<file path="config.mk">
export PLATFORM = sky130hd
export DESIGN_NAME = tdl_top
export DESIGN_NICKNAME = d
export VERILOG_FILES = /design/src/tdl_pkg.sv /design/src/tdl_sync.sv /design/src/tdl_top.sv
export VERILOG_INCLUDE_DIRS = /design/src
export SDC_FILE = /design/constraint.sdc
export NUM_CORES = 1
export LEC_CHECK = 0
export BUFFER_PORTS_ARGS = -buffer_cell sky130_fd_sc_hd__buf_2
export CORE_MARGIN = 3
export CORE_UTILIZATION = 35
export CTS_CLUSTER_SIZE = 14
export DETAILED_ROUTE_END_ITERATION = 8
export GPL_TIMING_DRIVEN = 0
export SYNTH_ARGS = -nofsm -noshare
export SYNTH_HDL_FRONTEND = slang
export SYNTH_SLANG_ARGS = --single-unit
</file>
<file path="constraint.sdc">
create_clock -name i_mclk -period 1 [get_ports i_mclk]
set_input_delay 0.25 -clock i_mclk [delete_from_list [all_inputs] [get_ports i_mclk]]
set_output_delay 0.25 -clock i_mclk [all_outputs]
set_load 0.02 [all_outputs]
</file>
<file path="src/tdl_cfg.svh">
// Constants for the tamper detect enable logic
`ifndef TDL_CFG_SVH
`define TDL_CFG_SVH
`define TDL_GPR_WIDTH   32
`define TDL_ENABLE_BIT  16
`define TDL_GPR_RESET   32'h0000_0000
`define TDL_SYNC_STAGES 2
`endif

</file>
<file path="src/tdl_pkg.sv">
// Types for the tamper detect enable logic
package tdl_pkg;
  typedef logic [31:0] tdl_word_t;
endpackage

</file>
<file path="src/tdl_sync.sv">
// Two-flop synchroniser for one asynchronous level
module tdl_sync
  import tdl_pkg::*;
(
  input  wire logic i_mclk,
  input  wire logic i_resetn,
  input  wire logic i_async,
  output logic      o_sync
);
  logic meta;

  always_ff @(posedge i_mclk) begin
    if (!i_resetn) begin
      meta   <= 1'b0;
      o_sync <= 1'b0;
    end else begin
      meta   <= i_async;
      o_sync <= meta;
    end
  end
endmodule

</file>
<file path="src/tdl_top.sv">
// Tamper detect enable and violation logic with the pin's GPIO path
`include "tdl_cfg.svh"
module tdl_top
  import tdl_pkg::*;
(
  input  wire logic      i_mclk,
  input  wire logic      i_resetn,
  input  wire logic      i_tamper_input_pin,
  input  wire logic      i_gpr_wr,
  input  wire tdl_word_t i_gpr_wdata,
  input  wire logic      i_gpio_irq_en,
  input  wire logic      i_gpio_irq_clr,
  output tdl_word_t      o_general_purpose_reg,
  output logic           o_pin_state_reg,
  output logic           o_gpio_irq,
  output logic           o_security_violation
);
  logic tamper_sync;
  logic tamper_enable;
  logic pin_prev;
  logic violation;
  logic irq_pend;
  tdl_word_t gpr_low;

  tdl_sync u_sync (
    .i_mclk   (i_mclk),
    .i_resetn (i_resetn),
    .i_async  (i_tamper_input_pin),
    .o_sync   (tamper_sync)
  );

  wire       set_enable = i_gpr_wr && i_gpr_wdata[`TDL_ENABLE_BIT];
  wire       next_enable = tamper_enable | set_enable;
  wire       rise = tamper_sync && !pin_prev;
  wire       next_irq = (irq_pend && !i_gpio_irq_clr) || (rise && i_gpio_irq_en);
  wire       next_violation = tamper_enable && tamper_sync;

  always_ff @(posedge i_mclk) begin
    if (!i_resetn) begin
      tamper_enable <= 1'b0;
      pin_prev      <= 1'b0;
      violation     <= 1'b0;
      irq_pend      <= 1'b0;
      gpr_low       <= `TDL_GPR_RESET;
    end else begin
      tamper_enable <= next_enable;
      pin_prev      <= tamper_sync;
      violation     <= next_violation;
      irq_pend      <= next_irq;
      if (i_gpr_wr) begin
        gpr_low <= i_gpr_wdata;
      end
    end
  end

  // Bit 16 reflects the sticky enable, other bits plain storage
  always_comb begin
    o_general_purpose_reg = gpr_low;
    o_general_purpose_reg[`TDL_ENABLE_BIT] = tamper_enable;
  end
  assign o_pin_state_reg      = pin_prev;
  assign o_gpio_irq           = irq_pend;
  assign o_security_violation = violation;
endmodule

</file>
== Yosys cells after proc, flatten, opt, wreduce, memory -nomap -nowiden ==
Index checks and enable logic that the tools add are counted.
Word-level totals
  output and inout bits: 35
  register bits after elaboration: 38
  logic and storage cells: 16
  input port bits: 38
Cells by class
  reductions and logical operators: 8
  bitwise operators: 1
Operator list (count)
  1-bit logical AND: 5
  1-bit logical NOT: 2
  1-bit logical OR: 1
  1-bit OR: 1

== Longest topological paths before layout ==
  word-level depth: 4
  mapped depth: 4
  depth with buffers taken out: 2

== Cells and area by module ==
A second synthesis with hierarchy kept.
Second synthesis, totals
  cell total of the unflattened synthesis: 116
  area total of the unflattened synthesis: 1392.6 um^2
By module, submodules not included
  tdl_top: area each 1340.0 um^2, cells an instance 112, times used 1
  tdl_sync: area each 52.6 um^2, cells an instance 4, times used 1

== Worst setup path after synthesis ==
No wires, ideal clock.
  path kind: in2reg
  start: in i_gpr_wr
  end: reg gpr_low[0]
  arrival: 0.722 ns
  stages: 4
  setup slack: 0.162 ns
  required time: 0.884 ns
  buffers on the path: 2
  cells stage by stage: buf_6 > buf_12 > mux2i_1 > nor2b_1
RTL lines
  start: declaration: line tdl_top.sv:9  | input wire logic i_gpr_wr,
  end signal: assignment: line tdl_top.sv:44  | gpr_low <= `TDL_GPR_RESET;
  end signal: assignment: line tdl_top.sv:51  | gpr_low <= i_gpr_wdata;
  end: declaration: line tdl_top.sv:23  | tdl_word_t gpr_low;

== Worst setup path in the final report ==
  start: reg tamper_enable
  end: out o_general_purpose_reg[16]
RTL lines
  start: declaration: line tdl_top.sv:19  | logic tamper_enable;
  start signal: assignment: line tdl_top.sv:46  | tamper_enable <= next_enable;
  end: declaration: line tdl_top.sv:13  | output tdl_word_t o_general_purpose_reg,
No word-level cell between the ends.

==> flow_metrics.env <==
export IMPL_ys_top_cells_by_count="37 x dfxtp_1, 32 x nor2b_1, 31 x mux2i_1"
export IMPL_finalHoldViolCount=0
export IMPL_final_antenna_net_count=0
export IMPL_first_pass_iters=3
export IMPL_cpPeakStageDelay_ps=350
export IMPL_antenna_cells=0
export IMPL_clkPwrFrac=0.312
export IMPL_dp_hpwl_mm=2.257
export IMPL_htree_num_levels=2
export IMPL_syn_area_per_cell_um2=11.96
export IMPL_slew_violations=0
export IMPL_synthArstFlopShare=0
export IMPL_synth_edff_count=0
export IMPL_final_setup_skew_ps=0.6325
export IMPL_synthAdderAreaFrac=0
export IMPL_synth_compound_area_frac=0.003578
export IMPL_fp_dieH_um=69.22
export IMPL_drive_gt1_frac=0.6134
export IMPL_setup_viol=0
export IMPL_grt_max_degree=11
export IMPL_critical_path_class="reg -> out"
export IMPL_top_register="gpr_low"
export IMPL_ctsLongestPathBuffers=2
export IMPL_synth_top_flop_cell="dfxtp_1"
export IMPL_p_leak_nw=1.030
export IMPL_cp_max_fo=3
export IMPL_synth_top_family_by_area="multiplexers"
export IMPL_routed_wl_mm=3.064
export IMPL_worstPathCellList="buf_6"
export IMPL_dieArea_um2=4791
export IMPL_worstPathArrival_ps=740
export IMPL_area_growth_pct=54.29
export IMPL_synth_simple_area_share=0.1753
export IMPL_worstMarginPinSlew_ps=309.6
export IMPL_period_share=0.9882
export IMPL_grt_setup_unrepaired="true"
export IMPL_synth_cell_types=14
export IMPL_post_synth_top_count_cell="dfxtp_1"
export IMPL_clkTransAtPathRegs_ps=60
export IMPL_largest_reg_flops=31
export IMPL_initial_core_util=0.3737
export IMPL_stdcell_count=242
export IMPL_cp_num_buf_inv=1
export IMPL_holdWs_ps=174.8
export IMPL_gp_congestion=0.7402
export IMPL_drc=0
export IMPL_synthXorXnorAreaFrac=0
export IMPL_yosysSeqAreaShare=0.5295
export IMPL_wl_per_cell_um=12.66
export IMPL_cts_root_buf="clkbuf_8"
export IMPL_num_io_pins=73
export IMPL_antenna_found_initial=0
export IMPL_utilization=0.5765
export IMPL_overflow=0
export IMPL_yosys_warnings=0
export IMPL_pre_cts_slack_ps=81.44
export IMPL_peakVddDrop_v=0.0009698
export IMPL_p_switching_uw=751.2
export IMPL_crit_slowest_cell="dfxtp_2"
export IMPL_num_vias=1048
export IMPL_ys_top_cells_by_area="dfxtp_1 53%, mux2i_1 22%, nor2b_1 14%"
export IMPL_syn_num_nets=155
export IMPL_end_kind="output port"
export IMPL_comb_power_share=0.177
export IMPL_synth_top_area_frac=0.5295
export IMPL_final_cell_area_um2=2158
export IMPL_grt_use_total=0.1382
export IMPL_syn_inst=117
export IMPL_relSlewSlack=0.7936
export IMPL_port_buffers=70
export IMPL_cts_tree="built"
export IMPL_clock_sinks=37
export IMPL_clock_latency_ps=270
export IMPL_hp_class="in -> reg"
export IMPL_syn_area_um2=1399
export IMPL_intPower_mw=2.440
export IMPL_placed_cell_area_um2=1809
export IMPL_start_kind="flip-flop"
export IMPL_grt_pass1_vias=1184
export IMPL_die_w_um=69.22
export IMPL_grt_pass1_wl_mm=5.271
export IMPL_dr_first_iter_drc_count=12
export IMPL_synth_mux_area_fraction=0.2218
export IMPL_worstPathRequired_ps=750
export IMPL_core_um2=3744
export IMPL_fin_ws_ps=11.80
export IMPL_outcome="complete, no violations"
export IMPL_post_route_min_period_ps=988.2
export IMPL_ys_ff_latch=37
export IMPL_drv_cap=0
export IMPL_synth_top_cell_by_area="dfxtp_1"
export IMPL_cp_top_family="flip-flops"
export IMPL_switching_share=0.2354
export IMPL_rows=22
export IMPL_viasPerCell=4.331
export IMPL_pwr_density_cell_nw_per_um2=1478
export IMPL_pwr_share_seq=0.511
export IMPL_nets=232
export IMPL_fmax_mhz=1012
export IMPL_dp_cells=235
export IMPL_cts_inserted_buffers=5
path summary, 6_finish.rpt:
path	startpoint	to	slack (ps)	cells past startpoint
worst min-delay path	i_tamper_input_pin	u_sync.meta	170	2
worst min register to register	u_sync.meta	u_sync.o_sync	440	1
worst max-delay path	tamper_enable	o_general_purpose_reg[16]	10	1
worst max register to register	gpr_low[13]	gpr_low[13]	260	3
logic make-up after synthesis:
logic type | count (synthesis)
AO/OA/AOI/OAI | 1
buffers and inverters | 9
flip-flops | 37
multiplexers | 31
AND/OR/NAND/NOR | 39
final cells by class:
cell class | count | area [um2]
flip-flops and latches | 37 | 784.5
well taps | 48 | 60.06
repair buffers | 71 | 576.8
multi-input cells | 71 | 560.5
clock buffers | 7 | 86.33
fillers | 337 | 1585
plain buffers | 8 | 90.09
routing by layer:
layer	track usage	wire, um	vias to the layer above
met5	0	0	-
met4	0.05857	18	0
met3	0.05072	310	2
met2	0.2405	1576	48
met1	0.1500	1159	465
li1	-	-	533
metrics by stage:
stage          power (mW)  setup TNS [ps]
2_1_floorplan       1.928               0
3_5_place_dp        2.108               0
5_1_grt             3.352          -254.9
6_report            3.191               0
3_3_place_gp        2.092               0
4_1_cts             3.240          -7.098
power by group through the flow:
stage | registers, mW | clock network [mW] | logic (mW)
global route | 1.64 | 1.10 | 0.611
detailed placement | 1.63 | 0 | 0.482
global placement | 1.62 | 0 | 0.469
CTS | 1.63 | 1.04 | 0.568
finish | 1.63 | 0.995 | 0.565
floorplan | 1.72 | 0 | 0.207
layout by cell type (no fill, tap or decap), drive strengths merged:
master / n
a21oi: 1
and2: 3
and3: 1
buf: 78
clkbuf: 8
dfxtp: 37
mux2i: 31
nand2: 1
nand3b: 1
nand4b: 1
nor2b: 32
timing repair:
action                                  4_1_cts  5_1_grt
hold buffers                                  0        0
endpoints found under the hold margin         0        0
setup buffers                                 0        1
resized for setup                           101        4
cloned                                        0        0
endpoints found under the setup margin       35       29
Power figures use the tool's default switching activity.
